<file path="src/wwt_pkg.sv">
// Constants, types and helper functions for the windowed watchdog.
// Assumes an 8-bit register port with a 3-bit word address.
package wwt_pkg;

  // Widths.
  localparam int ADDR_W = 3;
  localparam int DATA_W = 8;
  localparam int CNT_W = 14;
  localparam int PRESC_W = 4;

  // Register addresses.
  localparam logic [2:0] A_REFRESH = 3'h0;
  localparam logic [2:0] A_CTRL = 3'h1;
  localparam logic [2:0] A_PROT = 3'h2;
  localparam logic [2:0] A_IRQ = 3'h3;
  localparam logic [2:0] A_START = 3'h4;
  localparam logic [2:0] A_CNT_LO = 3'h5;
  localparam logic [2:0] A_CNT_HI = 3'h6;
  localparam logic [2:0] A_STAT = 3'h7;

  // Control register fields and reset value.
  localparam int CTRL_UFRST_BIT = 0;
  localparam int CTRL_SRC_LO = 6;
  localparam int CTRL_SRC_HI = 7;
  localparam logic [7:0] CTRL_RST = 8'h01;

  // Protection control and periodic interrupt register fields.
  localparam int PROT_EN_BIT = 7;
  localparam int IRQ_FLAG_BIT = 0;
  localparam int IRQ_EN_BIT = 1;

  // Option register fields.
  localparam int OPT1_AUTO_BIT = 0;
  localparam int OPT1_PROT_BIT = 7;
  localparam int OPT2_UF_LO = 2;
  localparam int OPT2_UF_HI = 3;
  localparam int OPT2_WIN_LO = 4;
  localparam int OPT2_WIN_HI = 5;

  // Refresh sequence values.
  localparam logic [7:0] REFRESH_FIRST = 8'h00;
  localparam logic [7:0] REFRESH_SECOND = 8'hff;

  // Count source codes and prescaler terminal count (divide by 16).
  localparam logic [1:0] SRC_CPU = 2'b00;
  localparam logic [3:0] PRESC_LAST = 4'hf;

  // Counter initial values and window codes.
  localparam logic [13:0] INIT_11 = 14'h3fff;
  localparam logic [13:0] INIT_10 = 14'h1fff;
  localparam logic [13:0] INIT_01 = 14'h0fff;
  localparam logic [13:0] INIT_00 = 14'h03ff;
  localparam logic [13:0] CNT_ZERO = 14'h0000;
  localparam logic [13:0] CNT_ONE = 14'h0001;
  localparam logic [1:0] WIN_FULL = 2'b11;
  localparam logic [1:0] WIN_3Q = 2'b10;
  localparam logic [1:0] WIN_HALF = 2'b01;

  typedef enum logic [1:0] {ST_LOAD, ST_STOP, ST_RUN} wwt_state_t;

  // Option settings captured once after reset release.
  typedef struct packed {
    logic prot_init;
    logic autostart;
    logic [1:0] uf_sel;
    logic [1:0] win_sel;
  } wwt_opt_t;

  function automatic logic [13:0] init_val(input logic [1:0] sel);
    logic [13:0] v;
    v = INIT_00;
    unique case (sel)
      2'b11: v = INIT_11;
      2'b10: v = INIT_10;
      2'b01: v = INIT_01;
      2'b00: v = INIT_00;
    endcase
    return v;
  endfunction

  // End of the periodic range: initial value less 0..3 quarters.
  function automatic logic [13:0] end_pt(input logic [13:0] init,
                                         input logic [1:0] win);
    logic [13:0] q;
    logic [13:0] e;
    q = (init >> 2) + CNT_ONE;
    e = init;
    unique case (win)
      2'b11: e = init;
      2'b10: e = init - q;
      2'b01: e = init - (q << 1);
      2'b00: e = init - q - (q << 1);
    endcase
    return e;
  endfunction

endpackage

</file>
<file path="src/wwt_presc.sv">
// Divide-by-16 prescaler for the low-speed oscillator tick.
// Assumes loco_tick is a one-cycle enable synchronous to mclk.
module wwt_presc (
  // Clock and reset
  input wire logic mclk,
  input wire logic rst_n,
  // Tick in and out
  input wire logic loco_tick,
  output logic tick16
);

  logic [3:0] cnt_r;
  logic [3:0] cnt_nxt;
  logic tick_r;
  logic tick_nxt;

  always_comb begin
    cnt_nxt = cnt_r;
    tick_nxt = 1'b0;
    if (loco_tick) begin
      cnt_nxt = cnt_r + 4'h1;
      tick_nxt = (cnt_r == wwt_pkg::PRESC_LAST);
    end
  end

  always_ff @(posedge mclk or negedge rst_n) begin
    if (!rst_n) begin
      cnt_r <= 4'h0;
      tick_r <= 1'b0;
    end else begin
      cnt_r <= cnt_nxt;
      tick_r <= tick_nxt;
    end
  end

  assign tick16 = tick_r;

endmodule

</file>
<file path="src/wwt_top.sv">
// Windowed watchdog and periodic timer with an 8-bit register port.
// Assumes the option bytes are stable during and just after reset and
// that wait_mode, stop_mode and loco_tick are synchronous to mclk.
//
// Overview of operation
// - CPU-clocked count halts in wait/stop unless protection is on.
// - Counter reloads on reset, underflow, or 00h then FFh in window.
// - Underflow gives interrupt or reset; with protection always reset.
// - Two-bit control field selects the count source.
// - Option bit sets protection after reset; else control bit sets it.
// - Option bit selects autostart or stopped after reset.
// - Underflow period field picks 3FFFh, 1FFFh, 0FFFh or 03FFh.
// - Second option register field sets refresh window length.
// - Periodic range ends at the start or one, two or three quarters below it.
// - Leaving the periodic range sets the periodic request flag.
// - No periodic timer function while in stop mode.
// - The counter is 14 bits wide and counts down.
// - Source is CPU or low-speed clock /16; protection uses it undivided.
//
// Added by the designer: strobed register access and the placing of the registers.
module wwt_top (
  // Clock and reset
  input wire logic mclk,
  input wire logic rst_n,
  // Register port
  input wire logic [2:0] reg_addr,
  input wire logic [7:0] reg_wdata,
  input wire logic reg_wr,
  input wire logic reg_rd,
  output logic [7:0] reg_rdata,
  // Option bytes
  input wire logic [7:0] option_reg_one,
  input wire logic [7:0] option_reg_two,
  // Power modes and low-speed oscillator tick
  input wire logic wait_mode,
  input wire logic stop_mode,
  input wire logic loco_tick,
  // Events
  output logic wdt_irq,
  output logic wdt_reset_req,
  output logic periodic_irq
);

  // Reset release synchroniser.
  logic rst_s1_r;
  logic rst_s2_r;

  always_ff @(posedge mclk or negedge rst_n) begin
    if (!rst_n) begin
      rst_s1_r <= 1'b0;
      rst_s2_r <= 1'b0;
    end else begin
      rst_s1_r <= 1'b1;
      rst_s2_r <= rst_s1_r;
    end
  end

  logic rst_i_n;
  assign rst_i_n = rst_s2_r;

  // Low-speed clock divided by 16.
  logic tick16;

  wwt_presc u_presc (
    .mclk(mclk),
    .rst_n(rst_i_n),
    .loco_tick(loco_tick),
    .tick16(tick16)
  );

  // State.
  wwt_pkg::wwt_state_t state_r;
  wwt_pkg::wwt_state_t state_nxt;
  wwt_pkg::wwt_opt_t opt_r;
  wwt_pkg::wwt_opt_t opt_nxt;
  logic [13:0] cnt_r;
  logic [13:0] cnt_nxt;
  logic [7:0] ctrl_r;
  logic [7:0] ctrl_nxt;
  logic prot_bit_r;
  logic prot_bit_nxt;
  logic armed_r;
  logic armed_nxt;
  logic pflag_r;
  logic pflag_nxt;
  logic pen_r;
  logic pen_nxt;
  logic irq_r;
  logic irq_nxt;
  logic rstq_r;
  logic rstq_nxt;
  logic [7:0] rdata_r;
  logic [7:0] rdata_nxt;

  // Derived values.
  logic prot_on;
  logic [1:0] src_sel;
  logic [13:0] init_cnt;
  logic [13:0] end_cnt;
  logic halted;
  logic cnt_tick;
  logic in_window;
  logic wr_refresh;

  assign prot_on = opt_r.prot_init | prot_bit_r;
  assign src_sel = ctrl_r[wwt_pkg::CTRL_SRC_HI:wwt_pkg::CTRL_SRC_LO];
  assign init_cnt = wwt_pkg::init_val(opt_r.uf_sel);
  assign end_cnt = wwt_pkg::end_pt(init_cnt, opt_r.win_sel);

  assign halted = !prot_on && (src_sel == wwt_pkg::SRC_CPU) &&
                  (wait_mode || stop_mode);

  always_comb begin
    if (prot_on) begin
      cnt_tick = loco_tick;
    end else if (src_sel == wwt_pkg::SRC_CPU) begin
      cnt_tick = 1'b1;
    end else begin
      cnt_tick = tick16;
    end
  end

  // Refresh is accepted once the count has reached the range end.
  assign in_window = (cnt_r <= end_cnt);
  assign wr_refresh = reg_wr && (reg_addr == wwt_pkg::A_REFRESH);

  always_comb begin
    state_nxt = state_r;
    opt_nxt = opt_r;
    cnt_nxt = cnt_r;
    ctrl_nxt = ctrl_r;
    prot_bit_nxt = prot_bit_r;
    armed_nxt = armed_r;
    pflag_nxt = pflag_r;
    pen_nxt = pen_r;
    irq_nxt = 1'b0;
    rstq_nxt = 1'b0;

    unique case (state_r)
      wwt_pkg::ST_LOAD: begin
        opt_nxt.prot_init = option_reg_one[wwt_pkg::OPT1_PROT_BIT];
        opt_nxt.autostart = option_reg_one[wwt_pkg::OPT1_AUTO_BIT];
        opt_nxt.uf_sel =
          option_reg_two[wwt_pkg::OPT2_UF_HI:wwt_pkg::OPT2_UF_LO];
        opt_nxt.win_sel =
          option_reg_two[wwt_pkg::OPT2_WIN_HI:wwt_pkg::OPT2_WIN_LO];
        cnt_nxt = wwt_pkg::init_val(
          option_reg_two[wwt_pkg::OPT2_UF_HI:wwt_pkg::OPT2_UF_LO]);
        if (option_reg_one[wwt_pkg::OPT1_AUTO_BIT]) begin
          state_nxt = wwt_pkg::ST_RUN;
        end else begin
          state_nxt = wwt_pkg::ST_STOP;
        end
      end
      wwt_pkg::ST_STOP: begin
        if (reg_wr && (reg_addr == wwt_pkg::A_START)) begin
          state_nxt = wwt_pkg::ST_RUN;
        end
      end
      wwt_pkg::ST_RUN: begin
        if (cnt_tick && !halted) begin
          if (cnt_r == wwt_pkg::CNT_ZERO) begin
            cnt_nxt = init_cnt;
            if (prot_on || ctrl_r[wwt_pkg::CTRL_UFRST_BIT]) begin
              rstq_nxt = 1'b1;
            end else begin
              irq_nxt = 1'b1;
            end
          end else begin
            cnt_nxt = cnt_r - wwt_pkg::CNT_ONE;
          end
        end
      end
      default: begin
        state_nxt = wwt_pkg::ST_LOAD;
      end
    endcase

    // Register writes; the option bytes themselves are not writable here.
    if (reg_wr && (state_r != wwt_pkg::ST_LOAD)) begin
      unique case (reg_addr)
        wwt_pkg::A_CTRL: begin
          ctrl_nxt = reg_wdata;
        end
        wwt_pkg::A_PROT: begin
          if (!opt_r.prot_init) begin
            prot_bit_nxt = reg_wdata[wwt_pkg::PROT_EN_BIT];
          end
        end
        wwt_pkg::A_IRQ: begin
          pen_nxt = reg_wdata[wwt_pkg::IRQ_EN_BIT];
          if (!reg_wdata[wwt_pkg::IRQ_FLAG_BIT]) begin
            pflag_nxt = 1'b0;
          end
        end
        default: begin
        end
      endcase
    end

    // Refresh sequence: 00h arms, FFh completes; anything else disarms.
    if (wr_refresh && (state_r != wwt_pkg::ST_LOAD)) begin
      armed_nxt = 1'b0;
      if (reg_wdata == wwt_pkg::REFRESH_FIRST) begin
        armed_nxt = 1'b1;
      end else if ((reg_wdata == wwt_pkg::REFRESH_SECOND) && armed_r) begin
        if (in_window) begin
          cnt_nxt = init_cnt;
        end
      end
    end

    // Set wins over a clear in the same cycle.
    // leaving range sets flag
    if ((state_r == wwt_pkg::ST_RUN) && cnt_tick && !halted &&
        !stop_mode && (cnt_r == end_cnt) &&
        (cnt_r != wwt_pkg::CNT_ZERO)) begin
      pflag_nxt = 1'b1;
    end
  end

  // Read data stands only in the cycle after the read strobe.
  always_comb begin
    rdata_nxt = 8'h00;
    if (reg_rd) begin
      unique case (reg_addr)
        wwt_pkg::A_REFRESH: rdata_nxt = 8'h00;
        wwt_pkg::A_CTRL: rdata_nxt = ctrl_r;
        wwt_pkg::A_PROT: begin
          rdata_nxt = 8'h00;
          rdata_nxt[wwt_pkg::PROT_EN_BIT] = prot_on;
        end
        wwt_pkg::A_IRQ: begin
          rdata_nxt = 8'h00;
          rdata_nxt[wwt_pkg::IRQ_FLAG_BIT] = pflag_r;
          rdata_nxt[wwt_pkg::IRQ_EN_BIT] = pen_r;
        end
        wwt_pkg::A_START: rdata_nxt = 8'h00;
        wwt_pkg::A_CNT_LO: rdata_nxt = cnt_r[7:0];
        wwt_pkg::A_CNT_HI: rdata_nxt = {2'b00, cnt_r[13:8]};
        wwt_pkg::A_STAT: begin
          rdata_nxt = {opt_r.uf_sel, opt_r.win_sel, 1'b0, armed_r,
                       prot_on, (state_r == wwt_pkg::ST_RUN)};
        end
      endcase
    end
  end

  always_ff @(posedge mclk or negedge rst_i_n) begin
    if (!rst_i_n) begin
      state_r <= wwt_pkg::ST_LOAD;
      opt_r <= '0;
      cnt_r <= wwt_pkg::INIT_11;
      ctrl_r <= wwt_pkg::CTRL_RST;
      prot_bit_r <= 1'b0;
      armed_r <= 1'b0;
      pflag_r <= 1'b0;
      pen_r <= 1'b0;
      irq_r <= 1'b0;
      rstq_r <= 1'b0;
      rdata_r <= 8'h00;
    end else begin
      state_r <= state_nxt;
      opt_r <= opt_nxt;
      cnt_r <= cnt_nxt;
      ctrl_r <= ctrl_nxt;
      prot_bit_r <= prot_bit_nxt;
      armed_r <= armed_nxt;
      pflag_r <= pflag_nxt;
      pen_r <= pen_nxt;
      irq_r <= irq_nxt;
      rstq_r <= rstq_nxt;
      rdata_r <= rdata_nxt;
    end
  end

  assign reg_rdata = rdata_r;
  assign wdt_irq = irq_r;
  assign wdt_reset_req = rstq_r;
  // software keeps enable low at full window
  assign periodic_irq = pflag_r & pen_r;

endmodule

</file>
<file path="config.mk">
export PLATFORM = sky130hd
export DESIGN_NAME = wwt_top
export DESIGN_NICKNAME = d
export VERILOG_FILES = /design/src/wwt_pkg.sv /design/src/wwt_presc.sv /design/src/wwt_top.sv
export SDC_FILE = /design/constraint.sdc
export NUM_CORES = 1
export LEC_CHECK = 0
export ABC_CLOCK_PERIOD_IN_PS = 3300
export BUFFER_PORTS_ARGS = -buffer_cell sky130_fd_sc_hd__clkbuf_2
export CAP_MARGIN = 20
export CORE_ASPECT_RATIO = 1.5
export CORE_MARGIN = 8
export CORE_UTILIZATION = 35
export DETAILED_ROUTE_END_ITERATION = 12
export HOLD_SLACK_MARGIN = 0.15
export PLACE_DENSITY = 0.58
export SYNTH_ARGS = -nofsm -noshare
export SYNTH_HDL_FRONTEND = slang
export SYNTH_SLANG_ARGS = --single-unit
</file>
<file path="constraint.sdc">
create_clock -name mclk -period 3.3 [get_ports mclk]
set_input_delay 0.99 -clock mclk [delete_from_list [all_inputs] [get_ports mclk]]
set_output_delay 0.99 -clock mclk [all_outputs]
set_load 0.005 [all_outputs]
</file>
=== After elaboration in Yosys (flattened, before gate mapping) ===
Cells that the tools add are included.
W data, S select, Z words.

* Add/sub/neg operators: 6
* Order comparisons: 1
* Equality and inequality tests: 23
* Mux-type cells: 31
* Bitwise gates (word level): 4
* Reductions and logical operators: 36

{| class="wikitable"
|+ Operator list
! operator !! number
|-
| $pmux W14 S4 || 3
|-
| $mux W14 || 6
|-
| $pmux W8 S7 || 1
|-
| $pmux W14 S2 || 1
|-
| $sub A14 B14 Y14 || 2
|-
| $mux W1 || 16
|-
| $eq A14 B14 Y1 || 1
|-
| $eq A2 B2 Y1 const B || 7
|-
| $le A14 B14 Y1 || 1
|-
| $logic_not A14 Y1 || 1
|-
| $reduce_bool A14 Y1 || 1
|-
| $sub A14 B1 Y14 const B || 1
|-
| $sub A14 B13 Y14 || 1
|-
| $add A12 B1 Y13 const B || 1
|-
| $logic_and A1 B1 Y1 || 13
|-
| $eq A3 B3 Y1 const B || 4
|-
| $logic_not A2 Y1 || 5
|-
| $eq A2 B1 Y1 const B || 4
|-
| $eq A8 B8 Y1 const B || 1
|-
| $logic_not A8 Y1 || 1
|-
| $mux W8 || 1
|-
| $eq A3 B2 Y1 const B || 2
|-
| $pmux W2 S3 || 1
|-
| $reduce_and A2 Y1 || 3
|-
| other kinds (15) || 23
|}

* Bits in registers: 50
* Input bits: 34

=== Logic depth before layout (Yosys ltp) ===
* Depth in word-level cells: 12
* Gate-level depth with buffers: 9
* Gate-level depth less buffers: 8

=== Cells and area by module ===
From an unflattened synthesis, not the netlist that was laid out.

* Cells, all modules: 278
* Area total of the unflattened synthesis: 2,806.4 um^2

{| class="wikitable"
|+ Modules (own cells, without submodules)
! module !! times used !! cells an instance !! area an instance (um^2)
|-
| wwt_top || 1 || 264 || 2,613.8
|-
| wwt_presc || 1 || 14 || 192.7
|}

=== Worst setup path after synthesis ===
No wires, ideal clock.

* Kind: reg2reg
* Start point: register opt_r[2] in the netlist's numbering
* End point: register cnt_r[0]
* Arrival time: 2.436 ns
* Required time: 3.195 ns
* Slack: 0.759 ns
* Stages on the path, launching flop included: 10
* Buffers on the path: 1
* Cells stage by stage: dfrtp_1 clkbuf_1 mux2_2 nand2_1 ha_1 nand3_1 o221a_2 o311a_1 nor3_2 o21ai_0

* Cells in the longest elaborated chain, start to end: 11

{| class="wikitable"
|+ RTL lines
! element !! line !! text
|-
| from (decl) || wwt_top.sv:74 || <nowiki>wwt_pkg::wwt_opt_t opt_r;</nowiki>
|-
| from (signal assigned) || wwt_top.sv:264 || <nowiki>opt_r <= opt_nxt;</nowiki>
|-
| $eq A2 B1 Y1, or another cell as far along || wwt_pkg.sv:72 || <nowiki>unique case (sel)</nowiki>
|-
| $pmux W14 S4 (*) || wwt_pkg.sv:72 ||
|-
| $add A12 B1 Y13 || wwt_pkg.sv:86 || <nowiki>q = (init >> 2) + CNT_ONE;</nowiki>
|-
| $sub A14 B13 Y14 || wwt_pkg.sv:90, wwt_pkg.sv:92 ||
|-
| $sub A14 B14 Y14 || wwt_pkg.sv:92 || <nowiki>2'b00: e = init - q - (q << 1);</nowiki>
|-
| $pmux W14 S4 (*) || wwt_pkg.sv:88 || <nowiki>unique case (win)</nowiki>
|-
| $le A14 B14 Y1 (*) || wwt_top.sv:124 || <nowiki>assign in_window = (cnt_r <= end_cnt);</nowiki>
|-
| $mux W14 (*) || wwt_top.sv:207 || <nowiki>if (in_window) begin</nowiki>
|-
| $mux W14 (*) || wwt_top.sv:206 || <nowiki>end else if ((reg_wdata == wwt_pkg::REFRESH_SECOND) && armed_r) begin</nowiki>
|-
| $mux W14 (*) || wwt_top.sv:204 || <nowiki>if (reg_wdata == wwt_pkg::REFRESH_FIRST) begin</nowiki>
|-
| $mux W14 (*) || wwt_top.sv:202 || <nowiki>if (wr_refresh && (state_r != wwt_pkg::ST_LOAD)) begin</nowiki>
|-
| named net cnt_nxt[0] || wwt_top.sv:77 || <nowiki>logic [13:0] cnt_nxt;</nowiki>
|-
| to (signal assigned) || wwt_top.sv:253 || <nowiki>cnt_r <= wwt_pkg::INIT_11;</nowiki>
|-
| to (signal assigned) || wwt_top.sv:265 || <nowiki>cnt_r <= cnt_nxt;</nowiki>
|-
| to (decl) || wwt_top.sv:76 || <nowiki>logic [13:0] cnt_r;</nowiki>
|}

The timed path passes the listed nets; every way through them passes the cells marked *. The select of a mux whose other input is x is not followed.
A chain may end at the register's enable or synchronous reset.

=== Final worst setup path ===
* Start point: register opt_r[2] in the netlist's numbering
* End point: register cnt_r[1]

Same word-level chain as after synthesis.

==> impl_metrics.py <==
metrics = {
    "run_status": {
        "status": "complete, no violations",
    },
    "clocking": {
        "post_cts_buffers": 0,
        "numCtsBuffers": 5,
        "ctsHtreeMaxLevel": 2,
        "root_buffer": "clkbuf_16",
        "cts_sinks": 50,
        "path_clk_slew_ns": 0.07,
        "ctsResizeCount": 0,
        "clk_path_buf_depth": 2,
        "cts_tree": "yes",
        "clk_latency_ns": 0.29,
        "hold_buffers": 0,
    },
    "finish": {
        "stdcell_count": 429,
        "fin_nets": 366,
        "synthToLayoutAreaGrowth_pct": 17.3,
        "diodes": 0,
        "drive_above_1_share": 0.306,
    },
    "floorplan": {
        "core-area_mm2": 0.00796,
        "chipHeight_um": 126,
        "die_x_um": 89.6,
        "dieArea_mm2": 0.0113,
        "core.rowCount": 40,
        "num_io_pins": 45,
        "initial_core_util": 0.357,
    },
    "synth": {
        "synth_cell_types": 51,
        "ys_seq_area_frac": 0.447,
        "yosysTopAreaCellShare": 0.308,
        "synth.avg_cell_area_um2": 9.90,
        "ys_warn_count": 0,
        "ys_top_cells_by_area": "dfrtp_1, dfstp_2, mux2_2",
        "synth_top_area_cell": "dfrtp_1",
        "ys_ff_latch": 50,
        "synth_fp_nets": 330,
        "netlist_area_mm2": 0.00284,
        "synthCells": 287,
    },
    "grt": {
        "grt_antenna_before_repair": 0,
        "overflow": 0,
        "grtUsageMet2": 0.237,
        "grt_max_degree": 49,
        "met3_usage": 0.0213,
        "busiest_layer": "met2",
        "grt_pass1_wl_mm": 12.0,
        "grt_pass1_vias": 2356,
        "met1_usage": 0.150,
        "grt_usage": 0.137,
    },
    "sta": {
        "rsz0062_at_grt": "no",
        "maxSlewViolCount": 0,
        "fmax_ghz": 0.376,
        "clock_skew_ns": 0.00399,
        "worst_pin_slew_ns": 0.812,
        "hold_ws_ns": 0.260,
        "min_period_ns": 2.66,
        "period_share": 0.807,
        "tns_ns": 0,
        "max_slew_margin": 0.450,
        "finalSetupViolCount": 0,
        "hold_viol": 0,
    },
    "power_and_ir_drop": {
        "p_sw_frac": 0.369,
        "power_w": 0.00261,
        "peakVddDrop_mv": 0.247,
        "combinationalPowerShare": 0.356,
        "p_sw_w": 0.000963,
        "p_leak_nw": 1.42,
        "cellPowerDensity_mw_per_mm2": 782,
        "pwr-share-clk": 0.221,
        "power.share.sequential": 0.423,
        "internal_power_w": 0.00164,
    },
    "drt": {
        "drt-initial-drc-count": 112,
        "routed_wl_mm": 7.32,
        "via_count": 2331,
        "via_per_inst": 5.43,
        "antenna_left": 0,
        "drc": 0,
        "drtPass1Iterations": 4,
        "wl_per_cell_um": 17.1,
    },
    "critical_path": {
        "start_kind": "register",
        "path_max_fanout": 11,
        "critical_path_class": "register to register",
        "arrival_ns": 2.87,
        "cp.required_ns": 3.51,
        "crit_path_end_kind": "register",
    },
    "place": {
        "gp_congestion": 0.899,
        "dpl.hpwl_mm": 5.58,
        "dp.cells": 420,
        "numPortBuffers": 34,
    },
    "min_path": {
        "hp-class": "register to asynchronous set/reset pin",
    },
    "job": {
        "max-cap-violations": 0,
    },
}
-- metrics by stage --
stage          instance area, um^2  worst slack [ns]  utilization
2_1_floorplan                 2840             0.759            -
3_3_place_gp                  3150             0.514        0.396
3_5_place_dp                  3150             0.528        0.396
4_1_cts                       3320             0.659        0.417
5_1_grt                       3340             0.468        0.419
6_report                      3340             0.638        0.419
-- area by class of cell --
class                      count  area (um^2)
clock inverter                 2         37.5
inverter                      10         37.5
fill                         790         4620
multi-input combinational    213         1480
sequential                    50         1270
tap                          105          131
clock buffer                   6          129
timing repair buffer          43          250
-- power groups by stage --
| stage | combinational [W] | sequential, W | clock [W] |
|---|---|---|---|
| after global routing | 0.00104 | 0.00114 | 0.000618 |
| after CTS | 0.000921 | 0.00111 | 0.000593 |
| after detailed placement | 0.000918 | 0.00112 | 0 |
| after floorplan | 0.000740 | 0.000986 | 0 |
| final | 0.000927 | 0.00110 | 0.000577 |
| after global placement | 0.000904 | 0.00111 | 0 |
-- cell families after synthesis --
group                    synth area share
buffers and inverters              0.0330
AND/OR/NAND/NOR                     0.190
XOR/XNOR                           0.0370
adder cells (fa/ha/maj)            0.0396
other                             0.00132
multiplexers                       0.0999
AO/OA/AOI/OAI                       0.152
flip-flops                          0.447
-- synthesized netlist by cell type (all sizes together) --
cell	number
o21bai	1
o32ai	2
a31oi	2
o211ai	3
and2	2
o221a	1
o21ai	11
a21o	2
a32o	1
nand3	9
ha	9
mux2	19
nand4	5
mux2i	7
or4b	1
or4	4
xor2	5
dfrtp	35
nor4	11
nand3b	1
o311ai	3
a211oi	1
a21oi	12
a311oi	1
a2bb2oi	1
nor2b	2
o21a	1
buf	4
nand2b	2
or3	2
clkbuf	10
conb	1
nor2	30
o22ai	4
and3	1
xnor2	7
dfstp	15
nand2	23
o311a	7
or2	3
a31o	2
nor3	9
inv	10
o31ai	5
-- sequential cells by signal (all words and copies together), names as in the netlist, 2 cells and up --
name / count
state_r: 2
reg_rdata: 8
ctrl_r: 8
u_presc.cnt_r: 4
cnt_r: 14
opt_r: 5
-- layer usage --
layer / part of all wire / wire length [um]
met1: 0.39 / 2850
met2: 0.53 / 3870
met3: 0.036 / 264
met4: 0.046 / 334
met5: 0 / 0
-- worst max-delay path, cell delays in order (launching register included) --
cell and delay, ns:
dfrtp_1 0.60, mux2_2 0.39, nand2_1 0.07, ha_1 0.14, nand3_1 0.11, nor4_1 0.44, o311a_1 0.45, nor3_2 0.08
buf_4 0.19, o211ai_1 0.11
-- placed cells by master (no fill, tap or decap), types with 2 or more instances in the layout --
cell type	n
o22ai_1	4
xor2_1	5
o21ai_0	11
nor4_1	11
nand2_1	23
or2_2	3
o32ai_1	2
clkbuf_2	34
nor3_1	6
a21oi_1	12
nand2b_1	2
or4_1	3
nor2_1	28
nand4_1	5
dfrtp_1	34
or3_1	2
and2_1	2
a31o_2	2
o31ai_1	5
dfstp_2	15
o211ai_1	3
buf_4	8
xnor2_1	7
nor2b_1	2
nor3_2	3
clkbuf_16	5
o311ai_0	2
o311a_1	7
a21o_1	2
mux2i_1	7
nand3_1	9
mux2_2	19
ha_1	9
inv_1	10
-- path summary, 6_finish.rpt --
path                                from            end  slack (ns)  cells after the start
min in group mclk               rst_s1_r        rst_i_n        0.35                      0
worst min register to register   rst_i_n  wdt_reset_req        0.26                      0
worst min-delay path             rst_i_n  wdt_reset_req        0.26                      0
worst max register to register  opt_r[2]       cnt_r[1]        0.64                      9
worst max-delay path            opt_r[2]       cnt_r[1]        0.64                      9
max in group asynchronous        rst_i_n   reg_rdata[4]        2.54                      1
No activity file was read; power rests on OpenSTA's default activity.
